==> config.mk <==
export PLATFORM = sky130hd
export DESIGN_NAME = mfd_top
export DESIGN_NICKNAME = d
export VERILOG_FILES = /design/src/mfd_pkg.sv /design/src/mfd_cls_if.sv /design/src/mfd_classify.sv /design/src/mfd_decide.sv /design/src/mfd_top.sv
export VERILOG_INCLUDE_DIRS = /design/src
export SDC_FILE = /design/constraint.sdc
export NUM_CORES = 1
export LEC_CHECK = 0
export ABC_AREA = 1
export BUFFER_PORTS_ARGS = -buffer_cell sky130_fd_sc_hd__buf_2
export CORE_AREA = 2 2 226 228
export DETAILED_ROUTE_END_ITERATION = 12
export DIE_AREA = 0 0 228 230
export HOLD_SLACK_MARGIN = 0.02
export PLACE_DENSITY = 0.52
export REMOVE_ABC_BUFFERS = 1
export SETUP_SLACK_MARGIN = 0.15
export SYNTH_ARGS = -nofsm -noshare
export SYNTH_HDL_FRONTEND = slang
export SYNTH_SLANG_ARGS = --single-unit
==> constraint.sdc <==
create_clock -name CLOCK -period 2.3 [get_ports CLOCK]
set_input_delay 0.46 -clock CLOCK [delete_from_list [all_inputs] [get_ports CLOCK]]
set_output_delay 0.46 -clock CLOCK [all_outputs]
set_load 0.1 [all_outputs]
==> src/mfd_regs.svh <==
// Constants for the multicast forwarding decision block.
`ifndef MFD_REGS_SVH
`define MFD_REGS_SVH
`define MFD_MAC_MC_BIT      40
`define MFD_IPV4_MC_PREFIX  4'hE
`define MFD_IPV6_MC_PREFIX  8'hFF
`define MFD_V4_MAC_BASE     48'h01005E000000
`define MFD_V6_MAC_BASE     48'h333300000000
`define MFD_RESULT_LATENCY  2
`define MFD_READY_RST       1'h1
`endif

==> src/mfd_pkg.sv <==
// Types shared by the multicast forwarding decision modules.
package mfd_pkg;
	typedef enum logic [1:0] {
		ST_IDLE,
		ST_ISSUE,
		ST_WAIT,
		ST_RESOLVE
	} mfd_state_e;

	typedef enum logic [2:0] {
		SRC_DEFAULT,
		SRC_BRIDGE,
		SRC_L3,
		SRC_DISCARD,
		SRC_CTRL
	} mfd_src_e;
endpackage

==> src/mfd_cls_if.sv <==
// Interface that carries classification and decision signals inside the block.
`timescale 1ns/1ps
`default_nettype none
interface mfd_cls_if #(
	parameter int PORTS = 16
) ();
	logic [47:0]      dmac;
	logic [127:0]     dip;
	logic             is_ipv4;
	logic             is_ipv6;
	logic             is_ctrl;
	logic             mac_mcast;
	logic             v4_mcast;
	logic             v6_mcast;
	logic             ip_mcast;
	logic [47:0]      mapped_mac;
	logic             l2_only;
	logic             discard_unknown;
	logic             l3_hit;
	logic             br_hit;
	logic [PORTS-1:0] l3_pmap;
	logic [PORTS-1:0] br_pmap;
	logic [PORTS-1:0] dflt_pmap;
	logic [PORTS-1:0] pmap;
	logic             discard;
	mfd_pkg::mfd_src_e src;

	modport cls (
		input  dmac, dip, is_ipv4, is_ipv6,
		output mac_mcast, v4_mcast, v6_mcast, ip_mcast, mapped_mac
	);
	modport dec (
		input  ip_mcast, is_ctrl, l2_only, discard_unknown, l3_hit, br_hit,
		input  l3_pmap, br_pmap, dflt_pmap,
		output pmap, discard, src
	);
	modport top (
		output dmac, dip, is_ipv4, is_ipv6, is_ctrl, l2_only, discard_unknown,
		output l3_hit, br_hit, l3_pmap, br_pmap, dflt_pmap,
		input  mac_mcast, v4_mcast, v6_mcast, ip_mcast, mapped_mac, pmap, discard, src
	);
endinterface
`default_nettype wire

==> src/mfd_classify.sv <==
// Address classification and multicast MAC derivation.
`timescale 1ns/1ps
`default_nettype none
`include "mfd_regs.svh"
module mfd_classify (
	// Classification signals
	mfd_cls_if.cls bus
);
	wire v4_hit;
	wire v6_hit;

	assign v4_hit = bus.is_ipv4 && (bus.dip[31:28] == `MFD_IPV4_MC_PREFIX);
	assign v6_hit = bus.is_ipv6 && (bus.dip[127:120] == `MFD_IPV6_MC_PREFIX);

	assign bus.v4_mcast  = v4_hit;
	assign bus.v6_mcast  = v6_hit;
	assign bus.ip_mcast  = v4_hit | v6_hit;
	// Broadcast has bit zero of the first octet set, so it counts as multicast.
	assign bus.mac_mcast = bus.dmac[`MFD_MAC_MC_BIT];

	// Low 23 group bits go into the IPv4 range, so groups differing only above alias.
	assign bus.mapped_mac = v4_hit ? (`MFD_V4_MAC_BASE | {25'h0, bus.dip[22:0]}) :
		v6_hit ? (`MFD_V6_MAC_BASE | {16'h0000, bus.dip[31:0]}) :
		bus.dmac;
endmodule
`default_nettype wire

==> src/mfd_decide.sv <==
// Priority selection of the destination port map.
`timescale 1ns/1ps
`default_nettype none
module mfd_decide (
	// Decision signals
	mfd_cls_if.dec bus
);
	wire l3_mode;
	wire ctrl_sel;
	wire l3_sel;
	wire unk_discard;

	assign l3_mode     = !bus.l2_only;
	assign ctrl_sel    = l3_mode && bus.is_ctrl;
	assign l3_sel      = l3_mode && bus.ip_mcast && bus.l3_hit;
	assign unk_discard = l3_mode && bus.ip_mcast && bus.discard_unknown;

	assign bus.src = ctrl_sel ? mfd_pkg::SRC_CTRL :
		l3_sel ? mfd_pkg::SRC_L3 :
		bus.br_hit ? mfd_pkg::SRC_BRIDGE :
		unk_discard ? mfd_pkg::SRC_DISCARD :
		mfd_pkg::SRC_DEFAULT;

	assign bus.pmap = (bus.src == mfd_pkg::SRC_L3) ? bus.l3_pmap :
		(bus.src == mfd_pkg::SRC_BRIDGE) ? bus.br_pmap :
		(bus.src == mfd_pkg::SRC_DEFAULT) ? bus.dflt_pmap :
		'0;
	assign bus.discard = (bus.src == mfd_pkg::SRC_DISCARD);
endmodule
`default_nettype wire

==> src/mfd_top.sv <==
// Multicast forwarding decision: frame intake, table searches and result.
`timescale 1ns/1ps
`default_nettype none
`include "mfd_regs.svh"
module mfd_top #(
	parameter int PORTS = 16
) (
	// Clock and reset
	input  wire logic             CLOCK,
	input  wire logic             RST_B,
	// Frame descriptor from the parser
	input  wire logic             FRM_VALID,
	output logic                  FRM_READY,
	input  wire logic [47:0]      FRM_DMAC,
	input  wire logic [47:0]      FRM_SMAC,
	input  wire logic [127:0]     FRM_DIP,
	input  wire logic             FRM_IS_IPV4,
	input  wire logic             FRM_IS_IPV6,
	input  wire logic             FRM_IS_CTRL,
	// Configuration
	input  wire logic             FWD_L2_ONLY,
	input  wire logic             UNKNOWN_IP_MCAST_DISCARD,
	input  wire logic [PORTS-1:0] DEFAULT_MCAST_PORTMAP,
	// L3 multicast table search
	output logic                  L3_REQ,
	output logic [127:0]          L3_KEY,
	output logic                  L3_KEY_IPV6,
	input  wire logic             L3_VALID,
	input  wire logic             L3_HIT,
	input  wire logic [PORTS-1:0] L3_PMAP,
	// Bridging table search
	output logic                  BR_REQ,
	output logic [47:0]           BR_KEY,
	input  wire logic             BR_VALID,
	input  wire logic             BR_HIT,
	input  wire logic [PORTS-1:0] BR_PMAP,
	// Source address learning
	output logic                  LEARN_EN,
	output logic [47:0]           LEARN_MAC,
	// Forwarding result
	output logic                  RES_VALID,
	output logic [PORTS-1:0]      RES_PMAP,
	output logic                  RES_DISCARD,
	output logic                  RES_CTRL,
	output logic                  RES_FROM_L3,
	output logic                  RES_DA_MCAST,
	output logic [47:0]           RES_MAPPED_MAC
);
	mfd_cls_if #(.PORTS(PORTS)) bus ();

	mfd_pkg::mfd_state_e st_r;
	mfd_pkg::mfd_state_e st_nxt;

	logic             ready_r;
	logic [47:0]      dmac_r;
	logic [127:0]     dip_r;
	logic             ipv4_r;
	logic             ipv6_r;
	logic             ctrl_r;
	logic             l3_req_r;
	logic             br_req_r;
	logic             br_done_r;
	logic             l3_done_r;
	logic             br_hit_r;
	logic             l3_hit_r;
	logic [PORTS-1:0] br_pmap_r;
	logic [PORTS-1:0] l3_pmap_r;
	logic             learn_en_r;
	logic [47:0]      learn_mac_r;
	logic             res_valid_r;
	logic [PORTS-1:0] res_pmap_r;
	logic             res_discard_r;
	logic             res_ctrl_r;
	logic             res_l3_r;
	logic             res_da_mc_r;
	logic [47:0]      res_mac_r;

	wire take;
	wire l3_need;
	wire br_now;
	wire l3_now;
	wire both_done;
	wire in_wait;

	mfd_classify u_classify (
		.bus (bus)
	);

	mfd_decide u_decide (
		.bus (bus)
	);

	assign bus.dmac            = dmac_r;
	assign bus.dip             = dip_r;
	assign bus.is_ipv4         = ipv4_r;
	assign bus.is_ipv6         = ipv6_r;
	assign bus.is_ctrl         = ctrl_r;
	assign bus.l2_only         = FWD_L2_ONLY;
	assign bus.discard_unknown = UNKNOWN_IP_MCAST_DISCARD;
	assign bus.l3_hit          = l3_hit_r;
	assign bus.br_hit          = br_hit_r;
	assign bus.l3_pmap         = l3_pmap_r;
	assign bus.br_pmap         = br_pmap_r;
	assign bus.dflt_pmap       = DEFAULT_MCAST_PORTMAP;

	assign take      = FRM_VALID && ready_r;
	assign l3_need   = !FWD_L2_ONLY && bus.ip_mcast;
	assign in_wait   = (st_r == mfd_pkg::ST_WAIT);
	assign br_now    = br_done_r || BR_VALID;
	assign l3_now    = l3_done_r || L3_VALID;
	assign both_done = in_wait && br_now && l3_now;

	always_comb begin
		st_nxt = st_r;
		case (st_r)
			mfd_pkg::ST_IDLE: begin
				if (take) begin
					st_nxt = mfd_pkg::ST_ISSUE;
				end
			end
			mfd_pkg::ST_ISSUE: begin
				st_nxt = mfd_pkg::ST_WAIT;
			end
			mfd_pkg::ST_WAIT: begin
				if (both_done) begin
					st_nxt = mfd_pkg::ST_RESOLVE;
				end
			end
			mfd_pkg::ST_RESOLVE: begin
				st_nxt = mfd_pkg::ST_IDLE;
			end
			default: begin
				st_nxt = mfd_pkg::ST_IDLE;
			end
		endcase
	end

	always_ff @(posedge CLOCK) begin
		if (!RST_B) begin
			st_r    <= mfd_pkg::ST_IDLE;
			ready_r <= `MFD_READY_RST;
		end else begin
			st_r    <= st_nxt;
			ready_r <= (st_nxt == mfd_pkg::ST_IDLE);
		end
	end

	// Frame fields are held until the next frame is taken.
	always_ff @(posedge CLOCK) begin
		if (!RST_B) begin
			dmac_r <= 48'h000000000000;
			dip_r  <= '0;
			ipv4_r <= 1'h0;
			ipv6_r <= 1'h0;
			ctrl_r <= 1'h0;
		end else if (take) begin
			dmac_r <= FRM_DMAC;
			dip_r  <= FRM_DIP;
			ipv4_r <= FRM_IS_IPV4;
			ipv6_r <= FRM_IS_IPV6;
			ctrl_r <= FRM_IS_CTRL;
		end
	end

	// A multicast source address never raises LEARN_EN, though LEARN_MAC still loads it.
	always_ff @(posedge CLOCK) begin
		if (!RST_B) begin
			learn_en_r  <= 1'h0;
			learn_mac_r <= 48'h000000000000;
		end else begin
			learn_en_r  <= take && !FRM_SMAC[`MFD_MAC_MC_BIT];
			learn_mac_r <= take ? FRM_SMAC : learn_mac_r;
		end
	end

	always_ff @(posedge CLOCK) begin
		if (!RST_B) begin
			br_req_r <= 1'h0;
			l3_req_r <= 1'h0;
		end else begin
			br_req_r <= (st_r == mfd_pkg::ST_ISSUE);
			l3_req_r <= (st_r == mfd_pkg::ST_ISSUE) && l3_need;
		end
	end

	always_ff @(posedge CLOCK) begin
		if (!RST_B) begin
			br_done_r <= 1'h0;
			br_hit_r  <= 1'h0;
			br_pmap_r <= '0;
		end else if (st_r == mfd_pkg::ST_ISSUE) begin
			br_done_r <= 1'h0;
			br_hit_r  <= 1'h0;
		end else if (in_wait && BR_VALID) begin
			br_done_r <= 1'h1;
			br_hit_r  <= BR_HIT;
			br_pmap_r <= BR_PMAP;
		end
	end

	// When no L3 search is made the L3 side counts as a completed miss.
	always_ff @(posedge CLOCK) begin
		if (!RST_B) begin
			l3_done_r <= 1'h0;
			l3_hit_r  <= 1'h0;
			l3_pmap_r <= '0;
		end else if (st_r == mfd_pkg::ST_ISSUE) begin
			l3_done_r <= !l3_need;
			l3_hit_r  <= 1'h0;
		end else if (in_wait && L3_VALID && !l3_done_r) begin
			l3_done_r <= 1'h1;
			l3_hit_r  <= L3_HIT;
			l3_pmap_r <= L3_PMAP;
		end
	end

	always_ff @(posedge CLOCK) begin
		if (!RST_B) begin
			res_valid_r   <= 1'h0;
			res_pmap_r    <= '0;
			res_discard_r <= 1'h0;
			res_ctrl_r    <= 1'h0;
			res_l3_r      <= 1'h0;
			res_da_mc_r   <= 1'h0;
			res_mac_r     <= 48'h000000000000;
		end else begin
			res_valid_r <= (st_r == mfd_pkg::ST_RESOLVE);
			if (st_r == mfd_pkg::ST_RESOLVE) begin
				res_pmap_r    <= bus.pmap;
				res_discard_r <= bus.discard;
				res_ctrl_r    <= (bus.src == mfd_pkg::SRC_CTRL);
				res_l3_r      <= (bus.src == mfd_pkg::SRC_L3);
				res_da_mc_r   <= bus.mac_mcast;
				res_mac_r     <= bus.mapped_mac;
			end
		end
	end

	assign FRM_READY      = ready_r;
	assign L3_REQ         = l3_req_r;
	assign L3_KEY         = dip_r;
	assign L3_KEY_IPV6    = ipv6_r;
	assign BR_REQ         = br_req_r;
	assign BR_KEY         = dmac_r;
	assign LEARN_EN       = learn_en_r;
	assign LEARN_MAC      = learn_mac_r;
	assign RES_VALID      = res_valid_r;
	assign RES_PMAP       = res_pmap_r;
	assign RES_DISCARD    = res_discard_r;
	assign RES_CTRL       = res_ctrl_r;
	assign RES_FROM_L3    = res_l3_r;
	assign RES_DA_MCAST   = res_da_mc_r;
	assign RES_MAPPED_MAC = res_mac_r;

	l2_no_l3_a: assert property (@(posedge CLOCK) disable iff (!RST_B)
		(st_r == mfd_pkg::ST_ISSUE && FWD_L2_ONLY) |=> !L3_REQ && BR_REQ)
		else $error("L3 search issued in L2-only mode.");
	l3_first_a: assert property (@(posedge CLOCK) disable iff (!RST_B)
		(st_r == mfd_pkg::ST_ISSUE && !FWD_L2_ONLY && bus.ip_mcast) |=> L3_REQ && BR_REQ)
		else $error("IP multicast frame not searched in L3 table.");
	l3_wins_a: assert property (@(posedge CLOCK) disable iff (!RST_B)
		(st_r == mfd_pkg::ST_RESOLVE && !FWD_L2_ONLY && bus.ip_mcast && l3_hit_r && !ctrl_r)
		|=> RES_VALID && RES_FROM_L3 && RES_PMAP == $past(l3_pmap_r))
		else $error("L3 hit did not give the L3 port map.");
	bridge_hit_a: assert property (@(posedge CLOCK) disable iff (!RST_B)
		(st_r == mfd_pkg::ST_RESOLVE && br_hit_r && !ctrl_r
		&& !(!FWD_L2_ONLY && bus.ip_mcast && l3_hit_r))
		|=> RES_PMAP == $past(br_pmap_r) && !RES_DISCARD)
		else $error("Bridging hit did not give the bridging port map.");
	default_map_a: assert property (@(posedge CLOCK) disable iff (!RST_B)
		(st_r == mfd_pkg::ST_RESOLVE && !br_hit_r && !bus.ip_mcast && !ctrl_r)
		|=> RES_PMAP == $past(DEFAULT_MCAST_PORTMAP) && !RES_DISCARD)
		else $error("Non-IP miss did not use the default port map.");
	unknown_ip_a: assert property (@(posedge CLOCK) disable iff (!RST_B)
		(st_r == mfd_pkg::ST_RESOLVE && !FWD_L2_ONLY && bus.ip_mcast
		&& !l3_hit_r && !br_hit_r && !ctrl_r)
		|=> RES_DISCARD == $past(UNKNOWN_IP_MCAST_DISCARD)
		&& (RES_DISCARD || RES_PMAP == $past(DEFAULT_MCAST_PORTMAP)))
		else $error("Unknown IP multicast handled against the discard bit.");
	ctrl_excl_a: assert property (@(posedge CLOCK) disable iff (!RST_B)
		(st_r == mfd_pkg::ST_RESOLVE && !FWD_L2_ONLY && ctrl_r)
		|=> RES_CTRL && !RES_DISCARD && RES_PMAP == '0)
		else $error("Control frame took the generic path.");
	bridge_key_a: assert property (@(posedge CLOCK) disable iff (!RST_B)
		$rose(BR_REQ) |-> BR_KEY == $past(dmac_r) && $past(st_r == mfd_pkg::ST_ISSUE))
		else $error("Bridging search key is not the destination MAC.");
	l3_only_ip_a: assert property (@(posedge CLOCK) disable iff (!RST_B)
		L3_REQ |-> $past(bus.ip_mcast) && !$past(FWD_L2_ONLY))
		else $error("L3 search made for a non-multicast IP address.");
	v4_class_a: assert property (@(posedge CLOCK) disable iff (!RST_B)
		(st_r == mfd_pkg::ST_ISSUE && !FWD_L2_ONLY && ipv4_r && !ipv6_r)
		|=> L3_REQ == ($past(dip_r[31:28]) == 4'hE))
		else $error("IPv4 multicast range misclassified.");
	v6_class_a: assert property (@(posedge CLOCK) disable iff (!RST_B)
		(st_r == mfd_pkg::ST_ISSUE && !FWD_L2_ONLY && ipv6_r && !ipv4_r)
		|=> L3_REQ == ($past(dip_r[127:120]) == 8'hFF))
		else $error("IPv6 multicast prefix misclassified.");
	v4_mac_a: assert property (@(posedge CLOCK) disable iff (!RST_B)
		(st_r == mfd_pkg::ST_RESOLVE && bus.v4_mcast)
		|=> RES_MAPPED_MAC[47:23] == 25'h0200BC && RES_MAPPED_MAC[22:0] == $past(dip_r[22:0]))
		else $error("IPv4 group MAC mapping wrong.");
	v6_mac_a: assert property (@(posedge CLOCK) disable iff (!RST_B)
		(st_r == mfd_pkg::ST_RESOLVE && bus.v6_mcast && !bus.v4_mcast)
		|=> RES_MAPPED_MAC[47:32] == 16'h3333 && RES_MAPPED_MAC[31:0] == $past(dip_r[31:0]))
		else $error("IPv6 group MAC mapping wrong.");
	learn_uc_a: assert property (@(posedge CLOCK) disable iff (!RST_B)
		LEARN_EN |-> !LEARN_MAC[`MFD_MAC_MC_BIT] && $past(take))
		else $error("Multicast source address offered for learning.");
	da_mcast_a: assert property (@(posedge CLOCK) disable iff (!RST_B)
		RES_VALID |-> RES_DA_MCAST == dmac_r[`MFD_MAC_MC_BIT])
		else $error("Destination multicast flag wrong.");
	fixed_lat_a: assert property (@(posedge CLOCK) disable iff (!RST_B)
		both_done |-> ##2 (RES_VALID && !(RES_DISCARD && RES_PMAP != '0)) ##1 !RES_VALID)
		else $error("Result latency or exclusivity broken.");
endmodule
`default_nettype wire

==> results of run 1 <==
worst max-delay path, cell delays in order (launching register included):
cell and delay [ns]:
sky130_fd_sc_hd__dfxtp_1 0.34, sky130_fd_sc_hd__nand2_1 0.06, sky130_fd_sc_hd__nor2_1 0.18, sky130_fd_sc_hd__nand3_1 0.15, sky130_fd_sc_hd__nand2_4 0.15, sky130_fd_sc_hd__nand3_2 0.20
sky130_fd_sc_hd__nand2_2 0.14, sky130_fd_sc_hd__nor2_4 0.06, sky130_fd_sc_hd__buf_4 0.19, sky130_fd_sc_hd__a21oi_1 0.16, sky130_fd_sc_hd__nand2_1 0.06, sky130_fd_sc_hd__nand2_1 0.05
sky130_fd_sc_hd__a21oi_1 0.07
per-stage QoR:
step	instances	cell area [um^2]	TNS [ns]	hold WS, ns	total power, mW
finish	2840	17300	0	0.155	25.1
global route	2837	17300	0	0.124	26.3
CTS	2836	17300	0	0.107	25.5
detailed placement	2767	16000	0	0.455	19.1
global placement	2767	16000	0	0.452	19.0
floorplan	1490	11900	-1484.91	0.429	16.8
per-layer routing:
metal | wire length, um | track usage, % | part of all wire, %
met1 | 18800 | 19.6 | 40
met2 | 22400 | 29.7 | 48
met3 | 4170 | 6.30 | 8.8
met4 | 1660 | 6.54 | 3.5
met5 | 53 | 0 | 0.11
final timing paths:
kind | startpoint | to | cells past startpoint
worst max-delay path | L3_KEY[29] | RES_PMAP[4] | 12
worst min-delay path | FRM_SMAC[40] | LEARN_EN | 2
worst max register to register | L3_KEY[29] | RES_PMAP[4] | 12
worst min register to register | RES_MAPPED_MAC[31] | RES_MAPPED_MAC[31] | 2
synth_stat cells (all sizes together):
library cell	n
ha	4
clkinv	2
nand2	156
or2	1
nor3	2
o211ai	10
nand3	9
nand4	19
nor2	505
a211oi	1
clkbuf	103
a311oi	1
o21ai	292
a31oi	24
buf	14
a21oi	82
dfxtp	338
o21a	1
inv	42
o21bai	1
cell families (layout without fill, tap and decap cells):
logic type	after synthesis	after routing
other cells	0	4
compound gates	412	412
fa+ha+maj	4	4
flops	338	338
simple gates	692	692
buf+inv	161	718
cell type report:
cell class | instances | area [um^2]
diodes | 4 | 10.0
clock inverters | 14 | 178
well taps | 672 | 841
repair buffers | 605 | 3190
flip-flops and latches | 338 | 6770
multi-input cells | 1108 | 5010
fillers | 5456 | 32600
inverters | 44 | 173
clock buffers | 55 | 1120
sequential cells by signal, summed over array words and instances, names as in the netlist, 2 cells and up:
name / cells
LEARN_MAC: 48
BR_KEY: 48
L3_KEY: 128
st_r: 2
RES_PMAP: 16
bus.l3_pmap: 16
RES_MAPPED_MAC: 48
br_pmap_r: 16
power groups by stage:
stage	sequential [mW]	clock (mW)	combinational, mW
floorplan	14.5	0	2.27
global placement	7.73	0	11.2
detailed placement	7.76	0	11.3
CTS	7.65	6.51	11.3
global route	7.79	6.76	11.8
finish	7.64	6.29	11.2
==> impl_results.md, run 1 <==
* Result of the run: finished clean
* Net Sw Frac at 50.1%
* Fraction of the mapped netlist area in compound gates at 17.7%
* Maximum clock frequency at just over 0.5 GHz
* # port buffers at 581
* Num rows at between 80 and 90
* Tcrit/Tclk final at between 80% and 90%
* Post-DR vias/cell at 4.43
* Mux contribution to synthesized area at 0%
* Grt total ovfl at 0
* Post-synthesis instance area at 12400 um^2
* Pin count of the biggest net entering global routing at between 100 and 150
* Final cell utilization of the core at approximately a third
* Synth warn at 0
* Fraction of the mapped netlist area in simple logic gates at between 20 and 25%
* Clk Tree Root Cell: sky130_fd_sc_hd__clkbuf_16
* Number of cells upsized or downsized after cts at 0
* Number of distinct library cells after synthesis at 34
* Layout overhead on the synthesized area at 39.2%
* CP Class: reg2reg
* Violation count after the first detailed-route iteration at roughly 580
* Area share of the leading cell type in the synthesized netlist at a little over half
* Setup WS post-layout at 0.333 ns
* FF-to-FF setup slack at 0.33 ns
* Mapped Avg Cell Area at around 7.7 um^2
* Width of the die at around 230 um
* Source-to-sink clock delay at the later pin of the worst-skew pair at around 0.54 ns
* Top fanout value on the critical path at 11
* Core Box Area at roughly 50000 um^2
* Xor/xnor cell area share of the yosys netlist at 0%
* Overall track demand over capacity in global routing at 17.3%
* Number of instances in the synthesized netlist at 1607
* Vias in the first global route at ~12000
* Pleak at between 8 and 9 nW
* Sequential cell area fraction in the yosys report at a little over half
* Max-cap check violation count at 0
* Internal power consumption at 12.6 mW
* Part of the power in the clock network at 25.0%
* Type of element launching the critical path: flop
* Pre-CTS setup slack at roughly 0.29 ns
* CTS Buffer Depth at 3
* Total wirelength of the detailed-routed design at between 40000 and 50000 um
* Cell Pwr Density at 1450 nW/um^2
* Fraction of final layout cells sized beyond drive strength 1 at 32.4%
* Number of synthesized register bits at roughly 340
* Worst slew margin relative to its limit at a little under half
* Endpoint arrival time on the critical path at ~2.4 ns
* Top-Level Pins at 582
* TritonCTS clock tree: yes
* HPWL after detailed placement at around 35000 um
* Final GP Congestion at around 0.86
* Total count of hold-check failures in the final report at 0
* CP endpoint kind: flop
* Required time at the worst-slack endpoint at about 2.7 ns
* Sequential fraction of design power at 30.4%
* Iteration count of the initial detailed-routing pass at 5
* Number of antenna violations at the first check in global routing at 8
* Antenna Violating Nets Remaining at 0
* Setup Viol. Count Final at 0
* Height of the chip at ~230 um
* Number of nets in the layout at ~2400
* Setup repair after global routing missed its margin: no
* Worst-case vdd ir drop at about 0.80 mV
* DR DRC count at 0
* Class of the most critical hold timing path: in2reg
* Synth area leader: sky130_fd_sc_hd__dfxtp_1
* Hold buffer count at CTS at 0
* Vias after detailed routing at ~13000
* Commonest cells after routing, fill and taps aside: sky130_fd_sc_hd__buf_2 (580), sky130_fd_sc_hd__nor2_1 (502), sky130_fd_sc_hd__dfxtp_1 (338)
* Number of H-tree levels at 2
* Worst slew pin tran at 0.816 ns
* Average routed wire per standard cell at 16.6 um
* Switching power total at 12.6 mW
* Cell types occupying the most area after synthesis: sky130_fd_sc_hd__dfxtp_1 (54%), sky130_fd_sc_hd__nor2_1 (15%), sky130_fd_sc_hd__o21ai_0 (12%)
* Minimum clock period after layout at about 2.0 ns
* Die area at ~52000 um^2
* Clock tree skew after final layout at between 0.01 and 0.015 ns
* Most common cell after layout, fill and taps aside: sky130_fd_sc_hd__buf_2
* Number of buffers inserted to repair setup after CTS at 0
* Main combinational cell family by area after synthesis: simple AND/OR/NAND/NOR gates
* Clock buffers created by TritonCTS at 39
* Clock sink count at approximately 340
* Number of pins exceeding their max-slew limit in the final report at 0
* First-pass GRT wire length at roughly 72000 um
* Starting Density at 24.9%
* Comb power frac at 44.6%
* Adder and majority gate portion of the synthesized area at less than 1%
* Clock-pin slew on the worst setup and hold paths at about 0.06 ns
No activity file was read; power rests on OpenSTA's default activity.
==> run 2: changes to the inputs <==
--- a/config.mk
+++ b/config.mk
@@ -8,11 +8,13 @@
 export LEC_CHECK = 0
 export ABC_AREA = 1
 export BUFFER_PORTS_ARGS = -buffer_cell sky130_fd_sc_hd__buf_2
-export CORE_AREA = 2 2 226 228
+export CELL_PAD_IN_SITES_DETAIL_PLACEMENT = 1
+export CELL_PAD_IN_SITES_GLOBAL_PLACEMENT = 2
+export CORE_MARGIN = 2
+export CORE_UTILIZATION = 25
 export DETAILED_ROUTE_END_ITERATION = 12
-export DIE_AREA = 0 0 228 230
 export HOLD_SLACK_MARGIN = 0.02
-export PLACE_DENSITY = 0.52
+export PLACE_DENSITY = 0.85
 export REMOVE_ABC_BUFFERS = 1
 export SETUP_SLACK_MARGIN = 0.15
 export SYNTH_ARGS = -nofsm -noshare
==> constraint.sdc (replaced) <==
create_clock -name CLOCK -period 2 [get_ports CLOCK]
set_input_delay 0.4 -clock CLOCK [delete_from_list [all_inputs] [get_ports CLOCK]]
set_output_delay 0.4 -clock CLOCK [all_outputs]
set_load 0.1 [all_outputs]
==> run 2 against run 1 <==
Non-clock buffer count increased by 18. Total power increased by 17%. Register-to-register slack got worse by 0.08 ns. Die area fell by 1.8%. Design area rose by 2.3%. First-iteration DRC count is 2.2% higher. Flip-flop and latch count did not move. Sequential share of layout area shrank 0.79 points. Critical endpoint is now L3_KEY[27].
==> impl_results.md, run 2 (synthesis results as in run 1) <==
* CP Class: reg2out
* Core Box Area at 49000 um^2
* Clk Tree Root Cell: sky130_fd_sc_hd__clkbuf_16
* Number of H-tree levels at 2
* Clock-pin slew on the worst setup and hold paths at roughly 0.06 ns
* Setup repair after global routing missed its margin: yes
* Type of element launching the critical path: flop
* Number of nets in the layout at ~2400
* Met3 demand-to-capacity share in global routing at 6.54%
* # port buffers at between 500 and 600
* Met2 track demand over resource in global routing at 33.6%
* Width of the die at 227 um
* Comb power frac at around 45%
* Worst-case reg-to-reg path depth at 12
* Die area at around 50000 um^2
* Final GP Congestion at between 0.7 and 0.8
* Top fanout value on the critical path at 3
* Result of the run: finished clean
* Max-cap check violation count at 0
* Largest register FFs at around 130
* Grt total ovfl at 0
* Worst hold path stage count at 2
* Switching power total at between 10 and 15 mW
* Total count of hold-check failures in the final report at 0
* Fraction of final layout cells sized beyond drive strength 1 at between 30% and 40%
* Final Hold Slack at about 0.066 ns
* Maximum clock frequency at 0.554 GHz
* Pin count of the biggest net entering global routing at between 80 and 90
* Starting Density at 25.4%
* Top-Level Pins at 582
* Pleak at roughly 8.2 nW
* Average routed wire per standard cell at ~18 um
* Routing layer with the top usage in global route: met2
* CTS Buffer Depth at 3
* Source-to-sink clock delay at the later pin of the worst-skew pair at roughly 0.56 ns
* Worst-case vdd ir drop at roughly 0.83 mV
* Setup tns final at 0 ns
* Worst hold path startpoint: FWD_L2_ONLY
* Commonest cells after routing, fill and taps aside: sky130_fd_sc_hd__buf_2 (570), sky130_fd_sc_hd__nor2_1 (499), sky130_fd_sc_hd__dfxtp_1 (328)
* Num rows at between 80 and 90
* Total wirelength of the detailed-routed design at around 53000 um
* Setup Viol. Count Final at 0
* Worst slew margin relative to its limit at between 60% and 70%
* Routing usage on met1 at 21.7%
* DR DRC count at 0
* Endpoint arrival time on the critical path at approximately 1.4 ns
* Buffer and inverter count on the worst path at 1
* Number of antenna violations at the first check in global routing at 22
* Iteration count of the initial detailed-routing pass at 4
* Overall track demand over capacity in global routing at approximately 20%
* Net Sw Frac at between 50 and 60%
* FF-to-FF setup slack at 0.25 ns
* Vias after detailed routing at between 10000 and 15000
* Sequential fraction of design power at between 20 and 30%
* Slowest stage delay, CP at between 0.4 and 0.5 ns
* Clock buffers created by TritonCTS at 40
* Cell Pwr Density at 1670 nW/um^2
* Most common cell after layout, fill and taps aside: sky130_fd_sc_hd__buf_2
* Worst Hold Endpoint: L3_REQ
* Antenna Violating Nets Remaining at 0
* Final cell utilization of the core at 36.1%
* Internal power consumption at between 10 and 15 mW
* HPWL after detailed placement at 38900 um
* Worst slew pin tran at 0.589 ns
* Clock tree skew after final layout at ~0.016 ns
* Part of the power in the clock network at 24.8%
* CP endpoint kind: output pin
* Height of the chip at ~230 um
* Layout overhead on the synthesized area at 42.3%
* Number of pins exceeding their max-slew limit in the final report at 0
* Stages on worst setup path at 1
* Required time at the worst-slack endpoint at about 1.6 ns
* Launch instance of the worst register-to-register path: L3_KEY[30]
* Post-DR vias/cell at between 4 and 5
* Tcrit/Tclk final at between 90% and 100%
* Clock sink count at 338
* Minimum clock period after layout at about 1.8 ns
* Slowest-stage cell, CP: sky130_fd_sc_hd__buf_2
* TritonCTS clock tree: yes
* First-pass GRT wire length at 77100 um
* Violation count after the first detailed-route iteration at slightly below 600
* Family with the most delay on the worst path: buffers and inverters
* Capturing point of the worst reg2reg path: RES_PMAP[8]
* Cell breakdown of the critical path: buf_2
* Class of the most critical hold timing path: in2reg
* Vias in the first global route at around 13000
[run 2: cell types whose count changed in the layout (fill, tap and decap cells not counted), sizes merged, moves of 2 or more]
cell / before / now
inv: 43 / 45
diode: 4 / 11
bufinv: 4 / 2
clkbuf: 55 / 60
buf: 605 / 619
[run 2: worst max-delay path by stage]
stage                 from           to
2_1_floorplan    FRM_READY    BR_KEY[0]
3_3_place_gp    L3_KEY[30]  RES_PMAP[3]
3_5_place_dp    L3_KEY[30]  RES_PMAP[7]
4_1_cts        L3_KEY[122]  RES_PMAP[7]
5_1_grt        L3_KEY[121]  RES_PMAP[9]
6_report        L3_KEY[27]   L3_KEY[27]
[run 2: layout make-up]
type                            instances  area [um^2]
Fill cell                            6132        31300
Sequential cell                       338         6780
Multi-Input combinational cell       1109         5110
Timing Repair Buffer                  623         3440
Clock buffer                           57         1170
Tap cell                              664          831
Inverter                               44          176
Clock inverter                         15          141
Antenna cell                           11         27.5
[run 2: what timing repair did]
| action | CTS | global route |
|---|---|---|
| hold buffers | 1 | 0 |
| setup endpoints to repair | 23 | 36 |
| endpoints found under the hold margin | 1 | 0 |
| resized for setup | 9 | 36 |
| setup buffers | 0 | 4 |
| pin swaps | 0 | 7 |
| cloned | 0 | 2 |
[run 2: power by group through the flow]
stage,Sequential [mW],Combinational (mW),Clock (mW)
floorplan,16.7,2.61,0
detailed placement,8.92,13.3,0
finish,8.81,13.3,7.31
global route,8.98,14.0,7.76
global placement,8.86,13.2,0
CTS,8.79,13.4,7.53
[run 2: stage by stage]
stage          cell area [um^2]  power (mW)  cells  setup slack, ns
6_report                  17700        29.5   2861            0.195
5_1_grt                   17700        30.8   2853            0.133
4_1_cts                   17500        29.7   2844            0.145
3_5_place_dp              16100        22.2   2771           0.0796
2_1_floorplan             11900        19.3   1490            -6.75
3_3_place_gp              16100        22.0   2771            0.170
[run 2: layer usage]
| layer | up-vias | part of all wire (%) |
|---|---|---|
| li1 | 6351 | - |
| met1 | 6093 | 39 |
| met2 | 430 | 48 |
| met3 | 111 | 8.4 |
| met4 | 22 | 4.3 |
| met5 | - | 0.28 |
